### src/tmcd_defines.svh
// What this block does
// - second compare register, 32 bits, per pulse channel
// - second compare matters only in pulse mode
// - interval mode bit 15 gates match interrupt
// - zero-clear bit 0 clears counter after match
// - without zero-clear counter stops at match value
// - divide code bits 2:0 scale bus clock
// - code 0 gives f/2, code 7 f/256
// - pulse mode bit 15 unmasks second-match interrupt
// - pulse mode bit 14 unmasks first-match interrupt
// - pulse mode bit 0 sets initial output level
// - enables, zero-clear, level, divide reset to zero
// - mode 00 interval, 01 pulse, 11 reserved
// - source select 0 bus clock, 1 external
// - interval flag set on match, write 0 clears
`ifndef TMCD_DEFINES_SVH
`define TMCD_DEFINES_SVH

// ************************************************************
// register offsets
// ************************************************************
`define TMCD_OFS_PULSE_CH0 16'hf000
`define TMCD_OFS_PULSE_CH1 16'hf130
`define TMCD_OFS_CMPB_CH0 16'hf00c
`define TMCD_OFS_CMPB_CH1 16'hf10c
`define TMCD_OFS_CMPA_CH0 16'hf008
`define TMCD_OFS_CMPA_CH1 16'hf108
`define TMCD_OFS_CMPA_CH2 16'hf208
`define TMCD_OFS_DIV_CH0 16'hf020
`define TMCD_OFS_DIV_CH1 16'hf120
`define TMCD_OFS_DIV_CH2 16'hf220
`define TMCD_OFS_CTRL_CH0 16'hf004
`define TMCD_OFS_CTRL_CH1 16'hf104
`define TMCD_OFS_CTRL_CH2 16'hf204
`define TMCD_OFS_INTV_CH0 16'hf010
`define TMCD_OFS_INTV_CH1 16'hf110
`define TMCD_OFS_INTV_CH2 16'hf210
`define TMCD_OFS_STAT_CH0 16'hf014
`define TMCD_OFS_STAT_CH1 16'hf114
`define TMCD_OFS_STAT_CH2 16'hf214
`define TMCD_OFS_CNT_CH0 16'hf028
`define TMCD_OFS_CNT_CH1 16'hf128
`define TMCD_OFS_CNT_CH2 16'hf228

// ************************************************************
// field positions, codes and reset values
// ************************************************************
`define TMCD_BIT_INTV_IRQ 15
`define TMCD_BIT_ZERO_CLR 0
`define TMCD_BIT_PG_B_IRQ 15
`define TMCD_BIT_PG_A_IRQ 14
`define TMCD_BIT_PG_INIT 0
`define TMCD_BIT_SRC 2
`define TMCD_BIT_RUN 7
`define TMCD_BIT_ST_INTV 0
`define TMCD_BIT_ST_PG_A 1
`define TMCD_BIT_ST_PG_B 2
`define TMCD_MODE_INTERVAL 2'b00
`define TMCD_MODE_PULSE 2'b01
`define TMCD_RST_CMP 32'h0fffffff
`define TMCD_PRE_W 8

`endif

### src/tmcd_pkg.sv
package tmcd_pkg;
    `include "tmcd_defines.svh"

    // per-channel configuration handed to the counting logic
    typedef struct packed {
        logic [1:0] mode;
        logic src;
        logic run;
        logic zero_clr;
        logic init_level;
        logic [2:0] div;
        logic [31:0] cmp_a;
        logic [31:0] cmp_b;
    } tmcd_cfg_t;

    // one-cycle match events of one channel
    typedef struct packed {
        logic pg_b;
        logic pg_a;
        logic intv;
    } tmcd_evt_t;

    // low bits of the prescale counter that must all be one for a tick
    function automatic logic [7:0] tmcd_div_mask(input logic [2:0] code);
        logic [8:0] m;
        m = (9'h002 << code) - 9'h001;
        return m[7:0];
    endfunction
endpackage

### src/tmcd_prescaler.sv
`timescale 1ns/1ps
module tmcd_prescaler
    import tmcd_pkg::*;
#(
    parameter int PRE_W = `TMCD_PRE_W
)
(
    input wire logic clk_in,
    input wire logic rst_b_in,
    input wire logic ce_in,
    input wire logic enable_in,
    input wire logic src_in,
    input wire logic [2:0] div_in,
    input wire logic ext_in,
    output logic tick_out
);
    logic [PRE_W-1:0] pre_cnt;
    logic ext_prev;

    // free-running divider, held at zero while idle so the first period is full
    always_ff @(posedge clk_in)
    begin
        if (!rst_b_in)
            pre_cnt <= '0;
        else if (ce_in)
            pre_cnt <= (enable_in && !src_in) ? pre_cnt + 1'b1 : '0;
    end

    // external input is synchronous, so one stage is enough for edge detection
    always_ff @(posedge clk_in)
    begin
        if (!rst_b_in)
            ext_prev <= 1'b0;
        else if (ce_in)
            ext_prev <= ext_in;
    end

    // bus clock divided by two to the code plus one, or external rising edge
    always_comb
    begin
        if (!enable_in)
            tick_out = 1'b0;
        else if (src_in)
            tick_out = ext_in && !ext_prev;
        else
            tick_out = (pre_cnt & tmcd_div_mask(div_in)) == tmcd_div_mask(div_in);
    end
endmodule

### src/tmcd_channel.sv
`timescale 1ns/1ps
module tmcd_channel
    import tmcd_pkg::*;
#(
    parameter bit PULSE_OK = 1'b1
)
(
    input wire logic clk_in,
    input wire logic rst_b_in,
    input wire logic ce_in,
    input tmcd_cfg_t cfg_in,
    input wire logic tick_in,
    output logic [31:0] count_out,
    output tmcd_evt_t evt_out,
    output logic level_out
);
    logic intv_on;
    logic pulse_on;
    logic [31:0] next_count;

    assign intv_on = cfg_in.run && cfg_in.mode == `TMCD_MODE_INTERVAL;
    assign pulse_on = PULSE_OK && cfg_in.run && cfg_in.mode == `TMCD_MODE_PULSE;
    assign next_count = count_out + 32'h00000001;

    // counter: wrap or stop at the first compare, wrap at the second in pulse mode
    always_ff @(posedge clk_in)
    begin
        if (!rst_b_in)
            count_out <= '0;
        else if (ce_in && tick_in)
        begin
            if (intv_on)
            begin
                if (count_out == cfg_in.cmp_a)
                begin
                    if (cfg_in.zero_clr)
                        count_out <= '0;
                end
                else
                    count_out <= next_count;
            end
            else if (pulse_on)
                count_out <= (count_out == cfg_in.cmp_b) ? '0 : next_count;
        end
    end

    // events fire on reaching a compare value, so a stopped counter fires once
    always_ff @(posedge clk_in)
    begin
        if (!rst_b_in)
            evt_out <= '0;
        else if (ce_in)
        begin
            evt_out.intv <= tick_in && intv_on && count_out != cfg_in.cmp_a
                && next_count == cfg_in.cmp_a;
            evt_out.pg_a <= tick_in && pulse_on && count_out != cfg_in.cmp_b
                && next_count == cfg_in.cmp_a;
            evt_out.pg_b <= tick_in && pulse_on && count_out != cfg_in.cmp_b
                && next_count == cfg_in.cmp_b;
        end
    end

    // output flop: initial level outside pulse mode, toggled by the two matches
    always_ff @(posedge clk_in)
    begin
        if (!rst_b_in)
            level_out <= 1'b0;
        else if (ce_in)
        begin
            if (!pulse_on)
                level_out <= cfg_in.init_level;
            else if (tick_in && count_out != cfg_in.cmp_b && next_count == cfg_in.cmp_b)
                level_out <= cfg_in.init_level;
            else if (tick_in && count_out != cfg_in.cmp_b && next_count == cfg_in.cmp_a)
                level_out <= !cfg_in.init_level;
        end
    end
endmodule

### src/tmcd_timer.sv
// Added by the designer: strobed register access.
`timescale 1ns/1ps
module tmcd_timer
    import tmcd_pkg::*;
#(
    parameter int NCH = 3,
    parameter int NPG = 2,
    parameter int ADDR_W = 16
)
(
    input wire logic REF_CLK_IN,
    input wire logic RST_B_IN,
    input wire logic CE_IN,
    input wire logic [ADDR_W-1:0] ADDR_IN,
    input wire logic [31:0] WDATA_IN,
    input wire logic WR_IN,
    input wire logic RD_IN,
    input wire logic [NCH-1:0] EXT_COUNT_IN,
    output logic [31:0] RDATA_OUT,
    output logic IRQ_OUT,
    output logic [NCH-1:0] TIMER_OUT
);

    // ************************************************************
    // register state
    // ************************************************************
    logic [1:0] mode [NCH];
    logic src [NCH];
    logic run [NCH];
    logic [31:0] cmp_a [NCH];
    logic [31:0] cmp_b [NPG];
    logic intv_irq_en [NCH];
    logic zero_clr [NCH];
    logic [2:0] div [NCH];
    logic pg_b_en [NPG];
    logic pg_a_en [NPG];
    logic init_level [NPG];
    logic [2:0] status [NCH];

    // ************************************************************
    // address decode
    // ************************************************************
    logic [NCH-1:0] hit_ctrl;
    logic [NCH-1:0] hit_cmpa;
    logic [NCH-1:0] hit_intv;
    logic [NCH-1:0] hit_div;
    logic [NCH-1:0] hit_stat;
    logic [NCH-1:0] hit_cnt;
    logic [NPG-1:0] hit_cmpb;
    logic [NPG-1:0] hit_pulse;

    // one-hot strobes per register; unmapped addresses light none
    always_comb
    begin
        hit_ctrl = '0;
        hit_cmpa = '0;
        hit_intv = '0;
        hit_div = '0;
        hit_stat = '0;
        hit_cnt = '0;
        hit_cmpb = '0;
        hit_pulse = '0;
        case (ADDR_IN)
            `TMCD_OFS_CTRL_CH0: hit_ctrl[0] = 1'b1;
            `TMCD_OFS_CTRL_CH1: hit_ctrl[1] = 1'b1;
            `TMCD_OFS_CTRL_CH2: hit_ctrl[2] = 1'b1;
            `TMCD_OFS_CMPA_CH0: hit_cmpa[0] = 1'b1;
            `TMCD_OFS_CMPA_CH1: hit_cmpa[1] = 1'b1;
            `TMCD_OFS_CMPA_CH2: hit_cmpa[2] = 1'b1;
            `TMCD_OFS_INTV_CH0: hit_intv[0] = 1'b1;
            `TMCD_OFS_INTV_CH1: hit_intv[1] = 1'b1;
            `TMCD_OFS_INTV_CH2: hit_intv[2] = 1'b1;
            `TMCD_OFS_DIV_CH0: hit_div[0] = 1'b1;
            `TMCD_OFS_DIV_CH1: hit_div[1] = 1'b1;
            `TMCD_OFS_DIV_CH2: hit_div[2] = 1'b1;
            `TMCD_OFS_STAT_CH0: hit_stat[0] = 1'b1;
            `TMCD_OFS_STAT_CH1: hit_stat[1] = 1'b1;
            `TMCD_OFS_STAT_CH2: hit_stat[2] = 1'b1;
            `TMCD_OFS_CNT_CH0: hit_cnt[0] = 1'b1;
            `TMCD_OFS_CNT_CH1: hit_cnt[1] = 1'b1;
            `TMCD_OFS_CNT_CH2: hit_cnt[2] = 1'b1;
            `TMCD_OFS_CMPB_CH0: hit_cmpb[0] = 1'b1;
            `TMCD_OFS_CMPB_CH1: hit_cmpb[1] = 1'b1;
            `TMCD_OFS_PULSE_CH0: hit_pulse[0] = 1'b1;
            `TMCD_OFS_PULSE_CH1: hit_pulse[1] = 1'b1;
            default: ;
        endcase
    end

    // ************************************************************
    // control registers
    // ************************************************************

    // mode, source and run bits; mode 11 is stored but treated as idle
    always_ff @(posedge REF_CLK_IN)
    begin
        for (int i = 0; i < NCH; i++)
        begin
            if (!RST_B_IN)
            begin
                mode[i] <= `TMCD_MODE_INTERVAL;
                src[i] <= 1'b0;
                run[i] <= 1'b0;
            end
            else if (CE_IN && WR_IN && hit_ctrl[i])
            begin
                mode[i] <= WDATA_IN[1:0];
                src[i] <= WDATA_IN[`TMCD_BIT_SRC];
                run[i] <= WDATA_IN[`TMCD_BIT_RUN];
            end
        end
    end

    // first compare value, used in interval and pulse mode
    always_ff @(posedge REF_CLK_IN)
    begin
        for (int i = 0; i < NCH; i++)
        begin
            if (!RST_B_IN)
                cmp_a[i] <= `TMCD_RST_CMP;
            else if (CE_IN && WR_IN && hit_cmpa[i])
                cmp_a[i] <= WDATA_IN;
        end
    end

    // second compare value; ordering against the first is left to software
    always_ff @(posedge REF_CLK_IN)
    begin
        for (int i = 0; i < NPG; i++)
        begin
            if (!RST_B_IN)
                cmp_b[i] <= `TMCD_RST_CMP;
            else if (CE_IN && WR_IN && hit_cmpb[i])
                cmp_b[i] <= WDATA_IN;
        end
    end

    // interval mode: interrupt gate and zero-clear choice
    always_ff @(posedge REF_CLK_IN)
    begin
        for (int i = 0; i < NCH; i++)
        begin
            if (!RST_B_IN)
            begin
                intv_irq_en[i] <= 1'b0;
                zero_clr[i] <= 1'b0;
            end
            else if (CE_IN && WR_IN && hit_intv[i])
            begin
                intv_irq_en[i] <= WDATA_IN[`TMCD_BIT_INTV_IRQ];
                zero_clr[i] <= WDATA_IN[`TMCD_BIT_ZERO_CLR];
            end
        end
    end

    // bus clock divide code
    always_ff @(posedge REF_CLK_IN)
    begin
        for (int i = 0; i < NCH; i++)
        begin
            if (!RST_B_IN)
                div[i] <= 3'h0;
            else if (CE_IN && WR_IN && hit_div[i])
                div[i] <= WDATA_IN[2:0];
        end
    end

    // pulse mode: two interrupt gates and the starting output level
    always_ff @(posedge REF_CLK_IN)
    begin
        for (int i = 0; i < NPG; i++)
        begin
            if (!RST_B_IN)
            begin
                pg_b_en[i] <= 1'b0;
                pg_a_en[i] <= 1'b0;
                init_level[i] <= 1'b0;
            end
            else if (CE_IN && WR_IN && hit_pulse[i])
            begin
                pg_b_en[i] <= WDATA_IN[`TMCD_BIT_PG_B_IRQ];
                pg_a_en[i] <= WDATA_IN[`TMCD_BIT_PG_A_IRQ];
                init_level[i] <= WDATA_IN[`TMCD_BIT_PG_INIT];
            end
        end
    end

    // ************************************************************
    // channels
    // ************************************************************
    tmcd_cfg_t cfg [NCH];
    tmcd_evt_t evt [NCH];
    logic tick [NCH];
    logic [31:0] count [NCH];

    genvar g;
    generate
        for (g = 0; g < NCH; g++)
        begin : gen_ch
            // the last channel has no second compare and no pulse mode
            always_comb
            begin
                cfg[g].mode = mode[g];
                cfg[g].src = src[g];
                cfg[g].run = run[g];
                cfg[g].zero_clr = zero_clr[g];
                cfg[g].div = div[g];
                cfg[g].cmp_a = cmp_a[g];
                cfg[g].init_level = (g < NPG) ? init_level[g < NPG ? g : 0] : 1'b0;
                cfg[g].cmp_b = (g < NPG) ? cmp_b[g < NPG ? g : 0] : `TMCD_RST_CMP;
            end

            tmcd_prescaler u_pre
            (
                .clk_in(REF_CLK_IN),
                .rst_b_in(RST_B_IN),
                .ce_in(CE_IN),
                .enable_in(run[g]),
                .src_in(src[g]),
                .div_in(div[g]),
                .ext_in(EXT_COUNT_IN[g]),
                .tick_out(tick[g])
            );

            tmcd_channel #(.PULSE_OK(g < NPG)) u_chan
            (
                .clk_in(REF_CLK_IN),
                .rst_b_in(RST_B_IN),
                .ce_in(CE_IN),
                .cfg_in(cfg[g]),
                .tick_in(tick[g]),
                .count_out(count[g]),
                .evt_out(evt[g]),
                .level_out(TIMER_OUT[g])
            );
        end
    endgenerate

    // ************************************************************
    // status flags and interrupt
    // ************************************************************

    // sticky match flags; writing 0 clears a bit, a same-cycle event wins
    always_ff @(posedge REF_CLK_IN)
    begin
        for (int i = 0; i < NCH; i++)
        begin
            if (!RST_B_IN)
                status[i] <= 3'h0;
            else if (CE_IN)
            begin
                if (WR_IN && hit_stat[i])
                    status[i] <= (status[i] & WDATA_IN[2:0]) | evt[i];
                else
                    status[i] <= status[i] | evt[i];
            end
        end
    end

    logic next_irq;

    // flags gated by their enables; registered so the pin is glitch free
    always_comb
    begin
        next_irq = 1'b0;
        for (int i = 0; i < NCH; i++)
        begin
            next_irq = next_irq
                | (status[i][`TMCD_BIT_ST_INTV] & intv_irq_en[i]);
            if (i < NPG)
            begin
                next_irq = next_irq
                    | (status[i][`TMCD_BIT_ST_PG_A] & pg_a_en[i < NPG ? i : 0])
                    | (status[i][`TMCD_BIT_ST_PG_B] & pg_b_en[i < NPG ? i : 0]);
            end
        end
    end

    // one cycle behind the flag, both rising and falling
    always_ff @(posedge REF_CLK_IN)
    begin
        if (!RST_B_IN)
            IRQ_OUT <= 1'b0;
        else if (CE_IN)
            IRQ_OUT <= next_irq;
    end

    // ************************************************************
    // read path
    // ************************************************************
    logic [31:0] next_rdata;

    // reserved bits and unmapped addresses read as zero
    always_comb
    begin
        next_rdata = 32'h00000000;
        for (int i = 0; i < NCH; i++)
        begin
            if (hit_ctrl[i])
            begin
                next_rdata[1:0] = mode[i];
                next_rdata[`TMCD_BIT_SRC] = src[i];
                next_rdata[`TMCD_BIT_RUN] = run[i];
            end
            if (hit_cmpa[i])
                next_rdata = cmp_a[i];
            if (hit_intv[i])
            begin
                next_rdata[`TMCD_BIT_INTV_IRQ] = intv_irq_en[i];
                next_rdata[`TMCD_BIT_ZERO_CLR] = zero_clr[i];
            end
            if (hit_div[i])
                next_rdata[2:0] = div[i];
            if (hit_stat[i])
                next_rdata[2:0] = status[i];
            if (hit_cnt[i])
                next_rdata = count[i];
        end
        for (int i = 0; i < NPG; i++)
        begin
            if (hit_cmpb[i])
                next_rdata = cmp_b[i];
            if (hit_pulse[i])
            begin
                next_rdata[`TMCD_BIT_PG_B_IRQ] = pg_b_en[i];
                next_rdata[`TMCD_BIT_PG_A_IRQ] = pg_a_en[i];
                next_rdata[`TMCD_BIT_PG_INIT] = init_level[i];
            end
        end
    end

    // read data stand only in the cycle after the strobe, zero otherwise
    always_ff @(posedge REF_CLK_IN)
    begin
        if (!RST_B_IN)
            RDATA_OUT <= 32'h00000000;
        else if (CE_IN)
            RDATA_OUT <= RD_IN ? next_rdata : 32'h00000000;
    end

endmodule

### config.mk
export PLATFORM = sky130hd
export DESIGN_NAME = tmcd_timer
export DESIGN_NICKNAME = d
export VERILOG_FILES = /design/src/tmcd_pkg.sv /design/src/tmcd_prescaler.sv /design/src/tmcd_channel.sv /design/src/tmcd_timer.sv
export VERILOG_INCLUDE_DIRS = /design/src
export SDC_FILE = /design/constraint.sdc
export NUM_CORES = 1
export LEC_CHECK = 0
export BUFFER_PORTS_ARGS = -buffer_cell sky130_fd_sc_hd__buf_2
export CAP_MARGIN = 20
export CORE_ASPECT_RATIO = 1.5
export CORE_MARGIN = 2
export CORE_UTILIZATION = 41
export CTS_BUF_LIST = sky130_fd_sc_hd__clkbuf_4 sky130_fd_sc_hd__clkbuf_8
export DETAILED_ROUTE_END_ITERATION = 16
export SYNTH_ARGS = -nofsm -noshare
export SYNTH_HDL_FRONTEND = slang
export SYNTH_SLANG_ARGS = --single-unit
### constraint.sdc
create_clock -name REF_CLK_IN -period 4.93 [get_ports REF_CLK_IN]
set_clock_uncertainty 0.2 [all_clocks]
set_input_delay 0.986 -clock REF_CLK_IN [delete_from_list [all_inputs] [get_ports REF_CLK_IN]]
set_output_delay 0.986 -clock REF_CLK_IN [all_outputs]
set_load 0.005 [all_outputs]
# Word-level counts from Yosys, hierarchy flattened
# Memory sizes are Yosys's and may differ from the RTL's.
# Index checks and enable logic that the tools add are counted.
# Widths: inputs -> output; s select.
[totals]
ff_bits = 165
mem_bits_rw = 202
in_bits = 56
out_inout_bits = 36
elab_cells = 414
n_memories = 12
[mem_list]
columns = ["name", "words", "word_bits", "rd", "rd_ports_with_merged_regs", "write_ports", "line_no", "text"]
rows = [
  ["cmp_a", 3, 32, 3, 0, 3, "tmcd_timer.sv:30", "logic [31:0] cmp_a [NCH];"],
  ["cmp_b", 2, 32, 2, 0, 2, "tmcd_timer.sv:31", "logic [31:0] cmp_b [NPG];"],
  ["div", 3, 3, 3, 0, 3, "tmcd_timer.sv:34", "logic [2:0] div [NCH];"],
  ["status", 3, 3, 3, 0, 3, "tmcd_timer.sv:38", "logic [2:0] status [NCH];"],
  ["mode", 3, 2, 3, 0, 3, "tmcd_timer.sv:27", "logic [1:0] mode [NCH];"],
  ["intv_irq_en", 3, 1, 3, 0, 3, "tmcd_timer.sv:32", "logic intv_irq_en [NCH];"],
  ["6 more memories", "--", "--", "--", "--", "--", "--", ""],
]
[classes]
add_sub_neg = 9
eq_ne = 47
shift = 3
muxes = 188
bitwise_logic = 60
n_reduce_logical = 75
[ops]
columns = ["cell", "n"]
rows = [
  ["$mux 32", 26],
  ["$eq 16x16->1 const B", 22],
  ["$eq 32x32->1", 10],
  ["$ne 32x32->1", 5],
  ["$mux 1", 136],
  ["$add 32x1->32 const B", 3],
  ["$logic_and 1x1->1", 57],
  ["$mux 3", 18],
  ["$or 1x1->1", 41],
  ["$add 8x1->8 const B", 3],
  ["$and 8x8->8", 3],
  ["$eq 8x8->1", 3],
  ["$mux 8", 3],
  ["$shl 2x3->8 const A", 3],
  ["$sub 8x1->8 const B", 3],
  ["$ne 3x3->1 const B", 4],
  ["$or 3x3->3", 4],
  ["$mux 2", 5],
  ["$and 3x3->3", 3],
  ["$reduce_and 3->1", 3],
  ["$logic_not 1->1", 8],
  ["$and 1x1->1", 7],
  ["$logic_not 2->1", 3],
  ["$or 3x1->3", 2],
  ["4 further kinds", 7],
]

# Depth between registers and ports, before layout
[logic_depth]
depth_word = 25
ltp_mapped = 14
mapped_depth_nobuf = 12

# By module
# Synthesis repeated with hierarchy kept, for this count alone.
[unflattened]
cells_unflattened = 2694
hier_area_um2 = 23956.7
[by_module_without_submodules]
columns = ["mod", "instances", "cells_per_inst", "area_per_inst_um2", "seq_area_each_um2"]
rows = [
  ["tmcd_timer", 1, 960, 10871.7, 6656.4],
  ["tmcd_channel (gen_ch[0].u_chan ...)", 2, 588, 4362.9, 720.7],
  ["tmcd_channel (gen_ch[2].u_chan)", 1, 387, 2977.9, 680.7],
  ["tmcd_prescaler", 3, 57, 460.4, 180.2],
]

# Worst setup path after synthesis
# OpenSTA, ideal clock, no wires.
[synth_timing]
kind = "input-to-reg"
from = "in ADDR_IN[4]"
to = "mem cmp_b[1][0], enable pin"
setup_ps = 466
t_arrival_ps = 4487
required_time_ps = 4264
setup_slack_ps = -223
path_stages = 6
path_buffers = 2
path_cell_list = "nor3_1 clkbuf_1 nand3_1 or2_2 clkbuf_1 o21ai_0"
[synth_rtl]
columns = ["element", "line_no", "text"]
rows = [
  ["from (decl)", "tmcd_timer.sv:14", "input wire logic [ADDR_W-1:0] ADDR_IN,"],
  ["to (decl)", "tmcd_timer.sv:31", ""],
]

# Worst setup path after layout
[layout_timing]
from = "reg gen_ch[1].u_chan.count_out[1]"
to = "reg gen_ch[1].u_chan.level_out"
[layout_between]
elab_chain_cells = 5
elab_cells_between_ends = 11
classes_between = "add/sub (1); eq/ne (4); mux (2); reduce/logical (4)"
[layout_lines]
columns = ["element", "line_no", "text"]
rows = [
  ["from (decl)", "tmcd_channel.sv:13", "output logic [31:0] count_out,"],
  ["from (signal assigned)", "tmcd_channel.sv:40", "count_out <= next_count;"],
  ["from (signal assigned)", "tmcd_channel.sv:43", "count_out <= (count_out == cfg_in.cmp_b) ? '0 : next_count;"],
  ["$add 32x1->32 or $ne 32x32->1 (tied branches)", "tmcd_channel.sv:23, tmcd_channel.sv:72, tmcd_channel.sv:74", ""],
  ["$eq 32x32->1 (tied with other cells)", "tmcd_channel.sv:74", "else if (tick_in && count_out != cfg_in.cmp_b && next_count == cfg_in.cmp_a)"],
  ["$logic_and 1x1->1 (on tied branches)", "tmcd_channel.sv:74, tmcd_channel.sv:72", ""],
  ["$ne 3x3->1 (no source line) or $mux 1 (tied branches)", "--", ""],
  ["$reduce_and 2->1 (no source line) or $mux 1 (tied branches)", "--", ""],
  ["to (signal assigned)", "tmcd_channel.sv:71", "level_out <= cfg_in.init_level;"],
  ["to (signal assigned)", "tmcd_channel.sv:73", "level_out <= cfg_in.init_level;"],
  ["to (signal assigned)", "tmcd_channel.sv:75", "level_out <= !cfg_in.init_level;"],
  ["to (decl)", "tmcd_channel.sv:15", "output logic level_out"],
]
# Parallel ways exist; a longest one is shown, timed or not.
# A chain may end at the register's enable or synchronous reset.

==> impl_metrics.py <==
metrics = {
    "grt": {
        "grt_max_degree": 85,
        "grt_pass1_vias": 21300,
        "met2_usage": 0.5764,
        "grt_overflow": 0,
        "grt.busiest_layer": "met2",
        "grt_usage": 0.3508,
        "grt_use_met1": 0.4429,
        "grt_pass1_wl_mm": 149.0,
        "grt_antenna_before_repair": 2,
        "gr-usage-met3": 0.05095,
    },
    "synthesis": {
        "synth_mux_area_frac": 0.009284,
        "yosysWarnings": 0,
        "syn-num-nets": 2733,
        "netlist.area_leader.share": 0.2511,
        "synthCells": 2668,
        "synth_edf_count": 195,
        "yosysMostFrequentCell": "nor2_1",
        "synth_top_family_by_area": "simple AND/OR/NAND/NOR gates",
        "async_flop_share": 0,
        "yosys.area_share.simple": 0.2727,
        "synth_xor_xnor_area_share": 0.1174,
        "yosysSeqAreaShare": 0.3988,
        "synth_cell_types": 99,
        "synth-main-ff-cell": "edfxtp_1",
        "synth_top_cell_by_area": "edfxtp_1",
        "syn-cell-area_sq_mm": 0.02332,
        "synthTopCellsByArea": "edfxtp_1 (25%), dfxtp_1 (15%), xnor2_1 (6.3%), xor2_1 (5.3%), nor2_1 (4.4%)",
        "yosys_register_bits": 367,
        "syn_area_per_cell_sq_um": 8.739,
        "synth_top_cells_by_count": "nor2_1 (276), nand2_1 (213), edfxtp_1 (195)",
        "synthAdderAreaFrac": 0.004830,
        "synth_compound_area_frac": 0.1506,
    },
    "sta": {
        "period_needed_ns": 4.731,
        "hold_viol": 0,
        "whs_ns": 0.2659,
        "max_freq_mhz": 211.4,
        "slew_headroom": 0.3495,
        "rsz0062_at_grt": "false",
        "min_period_over_period": 0.9597,
        "slew_violations": 0,
        "tightestPinTransition_ns": 0.9758,
        "finalSetupViolCount": 0,
        "tns_ns": 0,
    },
    "clock_tree": {
        "cts_tree": "yes",
        "cts_buffers": 61,
        "postCtsHoldBufs": 0,
        "cts_buffer_depth": 3,
        "clock-sinks": 367,
        "h-tree-depth": 2,
        "clock_latency_ns": 0.71,
        "cts-root-buf": "clkbuf_8",
        "cts_setup_buffers": 0,
        "clk_pin_slew_ns": 0.07,
        "post_cts_resized": 0,
    },
    "layout": {
        "stdcell_area_sq_mm": 0.02581,
        "fillCellCount": 5672,
        "final_core_util": 0.4568,
        "multi_input_area_sq_mm": 0.01305,
        "layout-drive-gt1-share": 0.1346,
        "seqCellArea_sq_mm": 0.009299,
        "syn2layout_area_growth_pct": 10.68,
        "nNetsFinal": 2749,
    },
    "outcome": {
        "outcome": "completed",
    },
    "critical_path": {
        "crit_path_start_kind": "flop",
        "cpMaxStageDelayCell": "nor3_1",
        "crit_top_cell": "nand3_1",
        "cp_slowest_stage_delay_ns": 0.82,
        "crit_fanout": 12,
        "arrival_ns": 5.11,
        "path_delay_family": "simple AND/OR/NAND/NOR gates",
        "crit_type": "flop to flop",
        "worstPathRequired_ns": 5.30,
        "crit_chain": "ha_1 -> nand3_1 -> nor3_1 -> nand3_1 -> or3b_1 -> a31oi_1 -> o211ai_1 -> o21ai_2 -> nor3b_1 -> o41a_1",
        "crit_buf_inv": 0,
        "end_kind": "flop",
    },
    "route": {
        "drt_first_pass_iters": 8,
        "vias": 22400,
        "wire_per_inst_microns": 29.73,
        "drt-initial-drc-count": 2271,
        "via_per_inst": 6.399,
        "drc": 0,
        "route.antenna.remaining_nets": 0,
        "routed_wl_mm": 104.1,
    },
    "floorplanning": {
        "die_width_microns": 198.7,
        "num_rows": 107,
        "die_h_microns": 296.1,
        "die_area_sq_mm": 0.05883,
        "core_area_sq_mm": 0.05650,
        "ios": 92,
        "initial_utilization": 0.4127,
    },
    "flow_run": {
        "maxCapViolCount": 0,
    },
    "power": {
        "leakagePower_nw": 8.631,
        "powerDensity_mw_per_mm2": 270.6,
        "ir_drop_uv": 209.9,
    },
    "placed_design": {
        "io_buffers": 90,
        "place_congestion": 1.018,
        "hpwl_mm": 79.40,
        "place_area_sq_mm": 0.02448,
    },
    "hold_path": {
        "min-delay-path-class": "flop to flop",
    },
}
## layout make-up
class / count / share of cell area
Antenna cell: 3 / 0.0002909
Clock buffer: 78 / 0.03796
Clock inverter: 35 / 0.01324
Inverter: 45 / 0.006545
Multi-Input combinational cell: 2045 / 0.5056
Sequential cell: 367 / 0.3603
Tap cell: 763 / 0.03699
Timing Repair Buffer: 164 / 0.03898
## cells in the final DEF, fill, tap and decap left out, types with 16 or more instances in the layout
cell type	n
a31oi_1	39
nand2_1	212
nor3_1	52
a22oi_1	27
clkbuf_8	63
nor4_1	55
nor2_1	269
nand4_1	84
dfxtp_1	172
xnor2_1	169
inv_1	44
buf_4	74
edfxtp_1	195
o21ai_0	124
a222oi_1	36
a221oi_1	22
and3_1	57
nand3_1	91
or3_1	111
clkinv_1	16
or2_2	60
and2_1	20
buf_2	90
nor2b_1	27
mux2i_1	18
a21oi_1	106
a211oi_1	25
xor2_1	141
nand2b_1	19
and4_1	18
## cells by family (layout without fill, tap and decap cells)
group           count (synthesis)  after routing
simple gates                 1181           1181
other cells                     1              4
xor+xnor                      311            311
compound gates                522            522
mux                            21             21
fa+ha+maj                       9              9
buf+inv                       256            322
flops                         367            367
## report_power, final
group	leakage [nW]	switching (W)	internal (W)	total, W
clock	0.688	0.00139	0.00167	0.00306
sequential	3.33	0.000147	0.00330	0.00345
combinational	4.61	0.000331	0.000148	0.000479
## per-layer routing
layer,routed length [microns],vias to the layer above
li1,-,9868
met4,6422,0
met5,0,-
met3,8795,281
met2,48800,1246
met1,40030,11000
## final timing paths
check,cells after the start,end,from,slack (ns)
hold / removal,2,RDATA_OUT[26],RDATA_OUT[26],0.27
hold reg to reg,2,RDATA_OUT[26],RDATA_OUT[26],0.27
setup / recovery,10,gen_ch[1].u_chan.level_out,gen_ch[1].u_chan.count_out[1],0.20
setup reg to reg,10,gen_ch[1].u_chan.level_out,gen_ch[1].u_chan.count_out[1],0.20
## registers in the layout, summed over array words and instances (netlist names), 3 cells and up
signal	count
cmp_b	64
div	9
mode	6
gen_ch.u_chan.evt_out	7
run	3
gen_ch.u_pre.ext_prev	3
gen_ch.u_chan.count_out	96
src	3
zero_clr	3
status	9
RDATA_OUT	32
intv_irq_en	3
gen_ch.u_pre.pre_cnt	24
cmp_a	96
## worst register-to-register path: cells and delay by family (launching register included)
family                     cells  cell delay [ns]
adders and majority gates      1             0.40
AOI/OAI and AO/OA              4             1.30
DFF                            1             0.53
and+or+nand+nor                5             2.18
## stage by stage
stage / power, W / std cells / setup slack [ns]
floorplan: 0.003695 / 2668 / 0.08551
finish: 0.006984 / 3500 / 0.1989
global route: 0.007160 / 3498 / 0.01009
CTS: 0.007002 / 3497 / 0.2933
global placement: 0.003970 / 3384 / 0.4258
detailed placement: 0.003974 / 3384 / 0.3517
(Power assumes the default switching activity.)
